==> src/core/smon_defs.svh <==
`ifndef SMON_DEFS_SVH
`define SMON_DEFS_SVH

// Core clock rate and the one-microsecond tick derived from it
`define SMON_CLK_MHZ 250
`define SMON_US_CYC (`SMON_CLK_MHZ)

// Interrupt pin timing, in microseconds
`define SMON_INT_LOW_US 16'h07d0
`define SMON_INT_HIGH_US 16'h0fa0

// Gap between last input sample and clean-current start, in microseconds
`define SMON_CCP_GAP_US 16'h0014

// Fault to interrupt pin reaction limit, in microseconds
`define SMON_REACT_US 20

// Reinitialisation limit with an interrupt pending, in microseconds
`define SMON_RST_PEND_US 1000

// Trim load and self-check duration, in clock cycles
`define SMON_INIT_CYC 64

// Widths of configuration words and timers
`define SMON_CFG_W 16
`define SMON_CNT_W 16

// Reset values
`define SMON_CFG_RST 16'h0000
`define SMON_CCP_RST 16'h0010
`define SMON_SYNC_INIT 7'h20

// Positions in the synchroniser vector
`define SMON_SY_RST 6
`define SMON_SY_CS 5
`define SMON_SY_VDD 4

`endif

==> src/core/smon_pkg.sv <==
package smon_pkg;
    `include "smon_defs.svh"

    // Control sequencer states
    typedef enum logic [1:0] {ST_RESET, ST_INIT, ST_IDLE, ST_RUN} ctrl_state_t;

    // Phases of one polling period
    typedef enum logic [1:0] {PH_ACT, PH_GAP, PH_CCP, PH_WAIT} poll_phase_t;

    // Analog fault levels
    typedef struct packed {
        logic supply_high_fault;
        logic supply_low_fault;
        logic thermal_warning;
        logic thermal_shutdown;
    } fault_t;

    // Interrupt status register
    typedef struct packed {
        logic por;
        logic selftest_fail_flag;
        fault_t fault;
    } int_stat_t;

    // A write strobe with its data word
    typedef struct packed {
        logic valid;
        logic [`SMON_CFG_W-1:0] data;
    } cfg_wr_t;
endpackage

==> src/core/int_pin_seq.sv <==
`timescale 1ns/100ps
`include "smon_defs.svh"

// Interrupt pin pulse train: low phase, release phase, repeat while pending
module int_pin_seq #(
    parameter int CNT_W = `SMON_CNT_W,
    parameter logic [`SMON_CNT_W-1:0] LOW_US = `SMON_INT_LOW_US,
    parameter logic [`SMON_CNT_W-1:0] HIGH_US = `SMON_INT_HIGH_US
) (
    input wire logic clk_sys,
    input wire logic sys_rst,
    input wire logic tick,
    input wire logic new_event,
    input wire logic pending,
    output logic int_n
);
    typedef enum logic [1:0] {IP_IDLE, IP_LOW, IP_HIGH} ip_state_t;

    ip_state_t st_q;                  // Pin phase
    ip_state_t st_d;
    logic [CNT_W-1:0] cnt_q;          // Microseconds spent in phase
    wire low_end = tick && (cnt_q >= LOW_US - 1'b1);
    wire high_end = tick && (cnt_q >= HIGH_US - 1'b1);
    wire restart = (st_d != st_q) || new_event;

    // Next phase; a fresh event always pulls the pin low at once
    always_comb
    begin
        st_d = st_q;
        case (st_q)
            IP_IDLE: if (new_event) st_d = IP_LOW;
            IP_LOW: if (low_end) st_d = pending ? IP_HIGH : IP_IDLE;
            IP_HIGH: if (high_end) st_d = IP_LOW;
            default: st_d = IP_IDLE;
        endcase
        if (!pending && !new_event)
            st_d = IP_IDLE;
        else if (new_event)
            st_d = IP_LOW;
    end

    // Phase register and its microsecond counter
    always_ff @(posedge clk_sys or posedge sys_rst)
    begin
        if (sys_rst)
        begin
            st_q <= IP_IDLE;
            cnt_q <= '0;
        end
        else
        begin
            st_q <= st_d;
            cnt_q <= restart ? '0 : cnt_q + CNT_W'(tick);
        end
    end

    // Registered pin, low only in the low phase
    always_ff @(posedge clk_sys or posedge sys_rst)
    begin
        if (sys_rst)
            int_n <= 1'b1;
        else
            int_n <= (st_d != IP_LOW);
    end
endmodule

==> src/core/switch_monitor_init_reset_ctrl.sv <==
`timescale 1ns/100ps
`include "smon_defs.svh"

// Functional notes
// - Poll window and period held to programmed length
// - Clean-current phase held to programmed length
// - Wait 20 us after last sample
// - Interrupt low pulse lasts 2 ms
// - Interrupt released 4 ms between pulses
// - Fault pulls interrupt low within 20 us
// - Reset with pending interrupt ends within 1 ms
// - Logic supply loss stops SPI, keeps registers
// - Init end: defaults, interrupt, power-on flags
// - Self-check failure flagged with power-on flag
// - Run bit set starts monitoring
// - Running locks config except listed bits
// - Clearing run bit stops monitoring for reconfiguration
// - CRC check usable while running
// - Reset pin high holds reset, clears registers
// - Reset pin low reinitialises with power-on flags
// - Soft reset bit restores all defaults
// - Soft reset end raises interrupt and flags
// - Chip select rise after status read clears interrupt
module switch_monitor_init_reset_ctrl #(
    parameter int TICK_CYC = `SMON_US_CYC,
    parameter logic [`SMON_CNT_W-1:0] INT_LOW_US = `SMON_INT_LOW_US,
    parameter logic [`SMON_CNT_W-1:0] INT_HIGH_US = `SMON_INT_HIGH_US,
    parameter int INIT_CYC = `SMON_INIT_CYC
) (
    input wire logic clk_sys,
    input wire logic sys_rst,
    input wire logic reset_pin,
    input wire logic cs_n,
    input wire logic vdd_ok,
    input wire smon_pkg::fault_t fault_pin,
    input wire logic selftest_pass,
    input wire smon_pkg::cfg_wr_t cfg_wr,
    input wire smon_pkg::cfg_wr_t ccp_wr,
    input wire logic run_wr,
    input wire logic run_wdata,
    input wire logic swrst_wr,
    input wire logic crc_req,
    input wire logic int_stat_rd,
    input wire logic [`SMON_CNT_W-1:0] poll_act_us,
    input wire logic [`SMON_CNT_W-1:0] poll_per_us,
    output logic int_n,
    output smon_pkg::int_stat_t int_stat,
    output logic spi_por_flag,
    output logic spi_en,
    output logic run_on,
    output logic monitor_en,
    output logic wet_en,
    output logic sample_last,
    output logic ccp_en,
    output logic crc_en,
    output logic cfg_wr_ok,
    output logic [`SMON_CFG_W-1:0] cfg_word,
    output logic [`SMON_CFG_W-1:0] clean_current_cfg_reg,
    output smon_pkg::ctrl_state_t ctrl_state
);
    localparam int CW = `SMON_CNT_W;
    localparam logic [CW-1:0] GAP_US = `SMON_CCP_GAP_US;

    // Two-stage synchronisers for every asynchronous input
    wire [6:0] sy_in = {reset_pin, cs_n, vdd_ok, fault_pin};
    logic [6:0] sy1_q;                 // First stage, read only by the second
    logic [6:0] sy2_q;                 // Second stage, safe to use
    localparam logic [6:0] SY_INIT = `SMON_SYNC_INIT;

    genvar gi;
    generate
        for (gi = 0; gi < 7; gi++)
        begin : g_sync
            always_ff @(posedge clk_sys or posedge sys_rst)
            begin
                if (sys_rst)
                begin
                    sy1_q[gi] <= SY_INIT[gi];
                    sy2_q[gi] <= SY_INIT[gi];
                end
                else
                begin
                    sy1_q[gi] <= sy_in[gi];
                    sy2_q[gi] <= sy1_q[gi];
                end
            end
        end
    endgenerate

    wire rst_s = sy2_q[`SMON_SY_RST];
    wire cs_s = sy2_q[`SMON_SY_CS];
    wire vdd_s = sy2_q[`SMON_SY_VDD];
    smon_pkg::fault_t flt_s;
    assign flt_s = sy2_q[3:0];

    // Delayed copies for edge detection
    logic cs_d_q;                      // Chip select one cycle ago
    smon_pkg::fault_t flt_d_q;         // Fault levels one cycle ago
    always_ff @(posedge clk_sys or posedge sys_rst)
    begin
        if (sys_rst)
        begin
            cs_d_q <= 1'b1;
            flt_d_q <= '0;
        end
        else
        begin
            cs_d_q <= cs_s;
            flt_d_q <= flt_s;
        end
    end
    wire cs_rise = cs_s && !cs_d_q;
    // Both edges of a fault raise an event: entering and leaving a condition
    wire [3:0] flt_evt = flt_s ^ flt_d_q;

    // Free-running microsecond tick; all long timing counts these
    logic [CW-1:0] div_q;
    wire tick = (div_q == CW'(TICK_CYC - 1));
    always_ff @(posedge clk_sys or posedge sys_rst)
    begin
        if (sys_rst)
            div_q <= '0;
        else
            div_q <= tick ? '0 : div_q + 1'b1;
    end

    // Sequencer state
    smon_pkg::ctrl_state_t st_q;
    smon_pkg::ctrl_state_t st_d;
    logic [CW-1:0] init_cnt_q;         // Cycles spent loading trim
    logic run_q;                       // Run bit

    wire in_init = (st_q == smon_pkg::ST_INIT);
    wire init_done = in_init && (init_cnt_q == CW'(INIT_CYC - 1));
    // SPI only works with a valid logic supply and a settled core
    wire spi_ok = vdd_s && (st_q == smon_pkg::ST_IDLE || st_q == smon_pkg::ST_RUN);
    wire swrst_go = swrst_wr && spi_ok;
    // Everything returns to defaults here; the pin holds it while high
    wire reg_clr = (st_q == smon_pkg::ST_RESET) || swrst_go;

    // Sequencer transitions
    always_comb
    begin
        st_d = st_q;
        case (st_q)
            smon_pkg::ST_RESET: st_d = smon_pkg::ST_INIT;
            smon_pkg::ST_INIT: if (init_done) st_d = smon_pkg::ST_IDLE;
            smon_pkg::ST_IDLE: if (run_q) st_d = smon_pkg::ST_RUN;
            smon_pkg::ST_RUN: if (!run_q) st_d = smon_pkg::ST_IDLE;
            default: st_d = smon_pkg::ST_RESET;
        endcase
        // Soft reset restarts init without waiting on the interrupt pin
        if (swrst_go)
            st_d = smon_pkg::ST_INIT;
        if (rst_s)
            st_d = smon_pkg::ST_RESET;
    end

    // Sequencer register and init counter
    always_ff @(posedge clk_sys or posedge sys_rst)
    begin
        if (sys_rst)
        begin
            st_q <= smon_pkg::ST_INIT;
            init_cnt_q <= '0;
        end
        else
        begin
            st_q <= st_d;
            init_cnt_q <= (in_init && st_d == smon_pkg::ST_INIT) ? init_cnt_q + 1'b1 : '0;
        end
    end

    // Configuration words; logic supply loss does not touch them
    logic [`SMON_CFG_W-1:0] cfg_q;
    logic [`SMON_CFG_W-1:0] ccp_q;
    assign cfg_wr_ok = cfg_wr.valid && spi_ok && !run_q && !swrst_go;
    wire ccp_wr_ok = ccp_wr.valid && spi_ok && !swrst_go;

    always_ff @(posedge clk_sys or posedge sys_rst)
    begin
        if (sys_rst)
        begin
            cfg_q <= `SMON_CFG_RST;
            ccp_q <= `SMON_CCP_RST;
            run_q <= 1'b0;
        end
        else if (reg_clr)
        begin
            cfg_q <= `SMON_CFG_RST;
            ccp_q <= `SMON_CCP_RST;
            run_q <= 1'b0;
        end
        else
        begin
            // Locked while running; clean-current settings stay open
            if (cfg_wr_ok)
                cfg_q <= cfg_wr.data;
            if (ccp_wr_ok)
                ccp_q <= ccp_wr.data;
            if (run_wr && spi_ok)
                run_q <= run_wdata;
        end
    end

    // Interrupt status: events set, a read-then-release clears, set wins
    smon_pkg::int_stat_t stat_q;
    smon_pkg::int_stat_t stat_set;
    logic rd_seen_q;                   // Status read in this frame
    assign stat_set = {init_done, init_done && !selftest_pass,
                       flt_evt & {4{!in_init && st_q != smon_pkg::ST_RESET}}};
    wire stat_clr = reg_clr || (cs_rise && rd_seen_q);
    wire any_set = |stat_set;

    always_ff @(posedge clk_sys or posedge sys_rst)
    begin
        if (sys_rst)
        begin
            stat_q <= '0;
            rd_seen_q <= 1'b0;
        end
        else
        begin
            stat_q <= (stat_clr ? '0 : stat_q) | stat_set;
            // Only reads taken inside a frame arm the clear
            if (cs_rise || reg_clr)
                rd_seen_q <= 1'b0;
            else if (int_stat_rd && !cs_s && spi_ok)
                rd_seen_q <= 1'b1;
        end
    end

    // Interrupt pin pulse train
    wire int_pend = |stat_q;
    int_pin_seq #(
        .CNT_W(CW),
        .LOW_US(INT_LOW_US),
        .HIGH_US(INT_HIGH_US)
    ) u_int (
        .clk_sys(clk_sys),
        .sys_rst(sys_rst),
        .tick(tick),
        .new_event(any_set),
        .pending(int_pend),
        .int_n(int_n)
    );

    // Polling engine; supply faults stop monitoring while their synchronised fault level is present
    smon_pkg::poll_phase_t ph_q;
    smon_pkg::poll_phase_t ph_d;
    logic [CW-1:0] ph_cnt_q;           // Microseconds in this phase
    logic [CW-1:0] per_cnt_q;          // Microseconds in this period
    logic [CW-1:0] ph_len;
    wire mon = (st_q == smon_pkg::ST_RUN) && run_q
               && !flt_s.supply_high_fault && !flt_s.supply_low_fault;

    // Length of the current phase
    always_comb
    begin
        case (ph_q)
            smon_pkg::PH_ACT: ph_len = poll_act_us;
            smon_pkg::PH_GAP: ph_len = GAP_US;
            smon_pkg::PH_CCP: ph_len = ccp_q;
            default: ph_len = '1;
        endcase
    end

    // Exact counts on the tick: length error is far inside twelve percent
    wire ph_end = tick && (ph_cnt_q >= ph_len - 1'b1) && (ph_q != smon_pkg::PH_WAIT);
    wire per_end = tick && (per_cnt_q >= poll_per_us - 1'b1);

    // Phase order; a short period cuts a late phase rather than stretch
    always_comb
    begin
        ph_d = ph_q;
        if (per_end)
            ph_d = smon_pkg::PH_ACT;
        else if (ph_end)
        begin
            case (ph_q)
                smon_pkg::PH_ACT: ph_d = smon_pkg::PH_GAP;
                smon_pkg::PH_GAP: ph_d = smon_pkg::PH_CCP;
                smon_pkg::PH_CCP: ph_d = smon_pkg::PH_WAIT;
                default: ph_d = smon_pkg::PH_WAIT;
            endcase
        end
    end

    // Phase registers, parked at the window start while stopped
    always_ff @(posedge clk_sys or posedge sys_rst)
    begin
        if (sys_rst)
        begin
            ph_q <= smon_pkg::PH_ACT;
            ph_cnt_q <= '0;
            per_cnt_q <= '0;
        end
        else if (!mon)
        begin
            ph_q <= smon_pkg::PH_ACT;
            ph_cnt_q <= '0;
            per_cnt_q <= '0;
        end
        else
        begin
            ph_q <= ph_d;
            ph_cnt_q <= (ph_d != ph_q) ? '0 : ph_cnt_q + CW'(tick);
            per_cnt_q <= per_end ? '0 : per_cnt_q + CW'(tick);
        end
    end

    // Registered sample strobe at the end of the active window
    logic sample_q;
    always_ff @(posedge clk_sys or posedge sys_rst)
    begin
        if (sys_rst)
            sample_q <= 1'b0;
        else
            sample_q <= mon && ph_end && (ph_q == smon_pkg::PH_ACT);
    end

    // Outputs
    assign int_stat = stat_q;
    assign spi_por_flag = stat_q.por;
    assign spi_en = spi_ok;
    assign run_on = run_q;
    assign monitor_en = mon;
    assign wet_en = mon && (ph_q == smon_pkg::PH_ACT || ph_q == smon_pkg::PH_CCP);
    assign ccp_en = mon && (ph_q == smon_pkg::PH_CCP);
    assign sample_last = sample_q;
    assign crc_en = crc_req && spi_ok;
    assign cfg_word = cfg_q;
    assign clean_current_cfg_reg = ccp_q;
    assign ctrl_state = st_q;
endmodule

==> config.mk <==
export PLATFORM = sky130hd
export DESIGN_NAME = switch_monitor_init_reset_ctrl
export DESIGN_NICKNAME = d
export VERILOG_FILES = /design/src/core/smon_pkg.sv /design/src/core/int_pin_seq.sv /design/src/core/switch_monitor_init_reset_ctrl.sv
export VERILOG_INCLUDE_DIRS = /design/src /design/src/core
export SDC_FILE = /design/constraint.sdc
export NUM_CORES = 1
export LEC_CHECK = 0
export BUFFER_PORTS_ARGS = -buffer_cell sky130_fd_sc_hd__buf_2
export CORE_ASPECT_RATIO = 0.75
export CORE_MARGIN = 1.5
export CORE_UTILIZATION = 60
export CTS_CLUSTER_DIAMETER = 120
export DETAILED_ROUTE_END_ITERATION = 7
export HOLD_SLACK_MARGIN = 0.02
export PLACE_DENSITY = 0.84
export SETUP_SLACK_MARGIN = 0.3
export SYNTH_ARGS = -nofsm -noshare
export SYNTH_HDL_FRONTEND = slang
export SYNTH_SLANG_ARGS = --single-unit
==> constraint.sdc <==
create_clock -name clk_sys -period 14.01 [get_ports clk_sys]
set_input_delay 1.401 -clock clk_sys [delete_from_list [all_inputs] [get_ports clk_sys]]
set_output_delay 1.401 -clock clk_sys [all_outputs]
set_load 0.02 [all_outputs]
### Yosys cells after proc, flatten, opt, wreduce, memory -nomap -nowiden

Cells that the tools add are included.

* output and inout port bits: 50
* flip-flop bits (word level): 147
* logic and storage cells: 156
* bits of input ports: 81

* mux-type cells: 33
* add/subtract/negate cells: 7
* order comparisons: 4
* bitwise logic cells: 3
* equal/unequal tests: 14
* reduce and logical (&&, ||, !) cells: 56

Operators by type and width (count)
* $mux W16: 11
* $add A16 B1 Y16: 3
* $pmux W16 S3: 1
* $add A16 B1 Y16 const B: 2
* $ge A16 B16 Y1: 2
* $sub A16 B1 Y16 const B: 2
* $logic_and A1 B1 Y1: 30
* $mux W2: 13
* $eq A16 B6 Y1 const B: 1
* $eq A16 B8 Y1 const B: 1
* $ge A16 B11 Y1 const B: 1
* $ge A16 B12 Y1 const B: 1
* $reduce_or A6 Y1: 2
* $logic_not A1 Y1: 10
* $reduce_bool A2 Y1: 5
* $eq A2 B1 Y1 const B: 4
* $eq A2 B2 Y1 const B: 4
* $pmux W2 S4: 1
* $logic_not A2 Y1: 3
* $logic_or A1 B1 Y1: 6
* $mux W6: 1
* $or A6 B6 Y6: 1
* $pmux W2 S3: 1
* $and A4 B4 Y4: 1
* other kinds (6): 10

### Logic depth before layout (Yosys ltp)

* depth in word-level cells: 11
* mapped depth: 19

### Modules after synthesis

A second synthesis with hierarchy kept.

* cell total of the unflattened synthesis: 784
* area total of the unflattened synthesis: 7965.1 µm²

Modules (own cells, without submodules)
* switch_monitor_init_reset_ctrl: sequential area each 3209.3 µm², area each 6789.0 µm², instances 1, cells each 673
* int_pin_seq: sequential area each 476.7 µm², area each 1176.1 µm², instances 1, cells each 111

### Worst setup path before layout

OpenSTA, ideal clock, no wires.

* path type: input port to flip-flop
* start point: input poll_per_us[1]
* end point: register ph_cnt_q[13]
* path buffers: 1
* cell stages on the path: 14
* required time: 13891 ps
* setup time: 119 ps
* setup slack: 9369 ps
* arrival time: 4522 ps
* cell sequence: nor3_1 -> nand2b_1 -> nor4_1 -> nand2_1 -> nor3_1 -> xnor2_1 -> ha_1 -> nand2_1 -> or3_1 -> or4_1 -> a311o_1 -> o211ai_2 -> buf_4 -> nor2_1

* cells in the longest elaborated chain, start to end: 7

Ends and longest elaborated chain
* start: declaration: RTL line switch_monitor_init_reset_ctrl.sv:45 `` input wire logic [`SMON_CNT_W-1:0] poll_per_us, ``
* $sub A16 B1 Y16: RTL line switch_monitor_init_reset_ctrl.sv:270 `wire per_end = tick && (per_cnt_q >= poll_per_us - 1'b1);`
* $ge A16 B16 Y1: RTL line switch_monitor_init_reset_ctrl.sv:270
* $logic_and A1 B1 Y1: RTL line switch_monitor_init_reset_ctrl.sv:270
* $mux W2: RTL line switch_monitor_init_reset_ctrl.sv:276 `if (per_end)`
* $ne A2 B2 Y1: RTL line switch_monitor_init_reset_ctrl.sv:307 `ph_cnt_q <= (ph_d != ph_q) ? '0 : ph_cnt_q + CW'(tick);`
* $mux W16: RTL line switch_monitor_init_reset_ctrl.sv:307
* $mux W16: RTL line switch_monitor_init_reset_ctrl.sv:298 `else if (!mon)`
* end signal: assignment: RTL line switch_monitor_init_reset_ctrl.sv:307
* end: declaration: RTL line switch_monitor_init_reset_ctrl.sv:251 `logic [CW-1:0] ph_cnt_q;`

No other way between the ends.
A chain may end at the register's enable or synchronous reset.

### Final worst setup path

* start point: register ph_q[1]
* end point: register ph_cnt_q[10]

* cells in the longest elaborated chain, start to end: 11
* elaborated cells between the ends (all ways): 15

Ends and longest elaborated chain
* start: declaration: RTL line switch_monitor_init_reset_ctrl.sv:249 `smon_pkg::poll_phase_t ph_q;`
* start signal: assignment: RTL line switch_monitor_init_reset_ctrl.sv:294 `ph_q <= smon_pkg::PH_ACT;`
* start signal: assignment: RTL line switch_monitor_init_reset_ctrl.sv:300 `ph_q <= smon_pkg::PH_ACT;`
* start signal: assignment: RTL line switch_monitor_init_reset_ctrl.sv:306 `ph_q <= ph_d;`
* $eq A2 B2 Y1, or another cell as far along: RTL line switch_monitor_init_reset_ctrl.sv:260 `case (ph_q)`
* $pmux W16 S3: RTL line switch_monitor_init_reset_ctrl.sv:260
* $sub A16 B1 Y16: RTL line switch_monitor_init_reset_ctrl.sv:269 `wire ph_end = tick && (ph_cnt_q >= ph_len - 1'b1) && (ph_q != smon_pkg::PH_WAIT);`
* $ge A16 B16 Y1: RTL line switch_monitor_init_reset_ctrl.sv:269
* $logic_and A1 B1 Y1 (2 in a row): RTL line switch_monitor_init_reset_ctrl.sv:269
* $mux W2: RTL line switch_monitor_init_reset_ctrl.sv:278 `else if (ph_end)`
* $mux W2: RTL line switch_monitor_init_reset_ctrl.sv:276
* $ne A2 B2 Y1 *: RTL line switch_monitor_init_reset_ctrl.sv:307
* $mux W16 *: RTL line switch_monitor_init_reset_ctrl.sv:307
* $mux W16 *: RTL line switch_monitor_init_reset_ctrl.sv:298

Mark *: on every way between the ends. The rest lies on a longest branch, timed or not.

==> flow_metrics.tcl <==
set metrics [dict create \
    fin_skew_ps 8.78 \
    avgViaCountPerCell 5.78 \
    hold_viol_final 0 \
    globalRouteTotalUtil_pct 27.8 \
    hold_path_class "register to register" \
    worst_path_dominant_cell_family "simple AND/OR/NAND/NOR gates" \
    fmax_ghz 0.200 \
    drt_iter0_markers 470 \
    cts_hold_buf 0 \
    clockBufferDepth 2 \
    cp_max_fo 35 \
    die_w_um 134 \
    fin_nets 1030 \
    diodes 0 \
    grt_max_degree 78 \
    total_power_mw 0.974 \
    end_kind "register" \
    ys_ff_latch 147 \
    ys_warn_count 0 \
    cts_made_buffers 17 \
    core_area_mm2 0.0124 \
    fin_setup_tns_ps 0 \
    setup_slack_ps 9000 \
    antenna_found_initial 0 \
    slew_violations 0 \
    worst_pin_slew_ps 1110 \
    first_pass_iters 5 \
    syn_inst 775 \
    wirelength_um 18100 \
    io_pins 131 \
    dp_hpwl_um 12400 \
    post-route-period-util_pct 35.8 \
    finalSetupViolCount 0 \
    hold_slack_ps 353 \
    powerDensity_mw_per_mm2 106 \
    synth-edff-count 0 \
    setup.worst_path.class "register to register" \
    clock-root-buffer "clkbuf_16" \
    start_util_pct 62.2 \
    grt_pass1_vias 5920 \
    yosys.area.top_type "dfrtp_1" \
    status "complete, no violations" \
    cp.arrival_ps 5270 \
    cts.sinks 147 \
    io_buffer_count 130 \
    synth.top_cell.area_share_pct 45.7 \
    cts-resized-gates 0 \
    fp.dieArea_mm2 0.0136 \
    avgSynthCellArea_um2 9.95 \
    synthArstFlopShare_pct 100 \
    globalplace.congestion 0.825 \
    netlist_area_mm2 0.00771 \
    drive_above_1_share_pct 19.8 \
    slowest_delay_ps 1040 \
    rsz0062_at_grt "false" \
    drc 0 \
    synthesis.nets 899 \
    relSlewSlack_pct 25.8 \
    post_synth_main_area_contributors "dfrtp_1, ha_1, xnor2_1, nor2_1, xor2_1" \
    cp_cell_sequence "or3b_2 -> a211oi_2 -> nand4_1 -> nor3_1 -> nand3_1 -> xor2_1 -> ha_1 -> nand4_1 -> nor4_1 -> a311o_1 -> o21ai_0 -> o211ai_2 -> a21oi_1" \
    core.rowCount 35 \
    post-cts-setup-buffers 0 \
    synthMostInstantiatedCell "dfrtp_1" \
    path_buf_inv 0 \
    synthFlopType "dfrtp_1" \
    fin_crit_ps 5010 \
    clk_latency_ps 420 \
    h-tree-depth 4 \
    wire_per_inst_um 16.7 \
    crit_top_cell "nand4_1" \
    area_delta_synth_final_pct 18.7 \
    ant_nets 0 \
    die_h_um 101 \
    start_kind "register" \
    synth_commonest_cells "dfrtp_1, nor2_1, nand2_1" \
    cts_tree "yes" \
    crit_required_ps 14260 \
    crit_path_top_delay_cell "dfrtp_1" \
    vias 6268 \
    yosysUniqueCellTypes 57 \
    place_ws_ps 8710 \
    seq_area_frac_synth_pct 47.8 \
    p_leak_nw 4.34 \
    ir_worst_vdd_mv 0.0940 \
    clk_pin_slew_ps 60 \
    grt_pass1_wl_um 29500 \
    gr-total-overflow 0 \
    cap_violations 0 \
]
==> cell families (layout without fill, tap and decap cells) <==
family / after synthesis / in the layout / synth area share, %
adder cells (fa/ha/maj): 43 / 43 / 6.98
buffers and inverters: 46 / 190 / 2.47
multiplexers: 2 / 2 / 0.276
flip-flops: 147 / 147 / 47.8
AND/OR/NAND/NOR: 307 / 307 / 19.0
XOR/XNOR: 100 / 100 / 11.4
AO/OA/AOI/OAI: 130 / 130 / 12.1
==> power by group <==
part / total (mW) / switching, mW / internal [mW]
Combinational: 0.0476 / 0.0288 / 0.0188
Clock: 0.496 / 0.179 / 0.317
Sequential: 0.430 / 0.00189 / 0.428
Total: 0.974 / 0.210 / 0.764
==> stage by stage <==
stage	instances	utilization, %	cell area [µm²]
6_report	1085	73.8	9150
5_1_grt	1085	73.8	9150
4_1_cts	1085	73.8	9150
3_5_place_dp	1053	68.7	8510
3_3_place_gp	1053	68.7	8510
2_1_floorplan	775	-	7710
==> worst paths after layout <==
path	slack [ps]	to	depth (start not counted)	from
hold reg to reg	350	flt_s[1]	0	sy1_q[1]
setup / recovery	9000	ph_cnt_q[10]	13	ph_q[1]
setup reg to reg	9000	ph_cnt_q[10]	13	ph_q[1]
max in group asynchronous	11590	cfg_word[0]	3	sys_rst
min in group asynchronous	1110	clean_current_cfg_reg[11]	2	sys_rst
hold / removal	350	flt_s[1]	0	sy1_q[1]
==> layout make-up <==
type / count / area, µm²
Multi-Input combinational cell: 582 / 3840
Sequential cell: 147 / 3690
Fill cell: 878 / 3240
Timing Repair Buffer: 135 / 688
Clock buffer: 20 / 437
Tap cell: 166 / 208
Clock inverter: 12 / 205
Inverter: 23 / 91.3
==> metal layers <==
| layer | share of wire, % | wire length (µm) | GRT usage (%) |
|---|---|---|---|
| met1 | 47 | 8490 | 39.8 |
| met2 | 47 | 8410 | 42.6 |
| met4 | 1.7 | 312 | 9.03 |
| met3 | 4.8 | 868 | 6.11 |
| met5 | 0 | 0 | 0 |
==> layout by cell type (no fill, tap or decap), types with 6 or more instances in the layout <==
master and count:
nor4_1 6, o21a_1 15, a22o_1 35, a21oi_1 32, nand4_1 19, o31ai_1 7
ha_1 43, dfstp_2 6, dfrtp_1 141, nand3_1 30, and3_1 21, or3_1 7
nor3_1 10, nand2b_1 7, nor2_1 123, nand2_1 59, o21ai_0 14, xnor2_1 57
clkbuf_16 17, buf_2 130, xor2_1 43, inv_1 21
(Power assumes the default switching activity.)
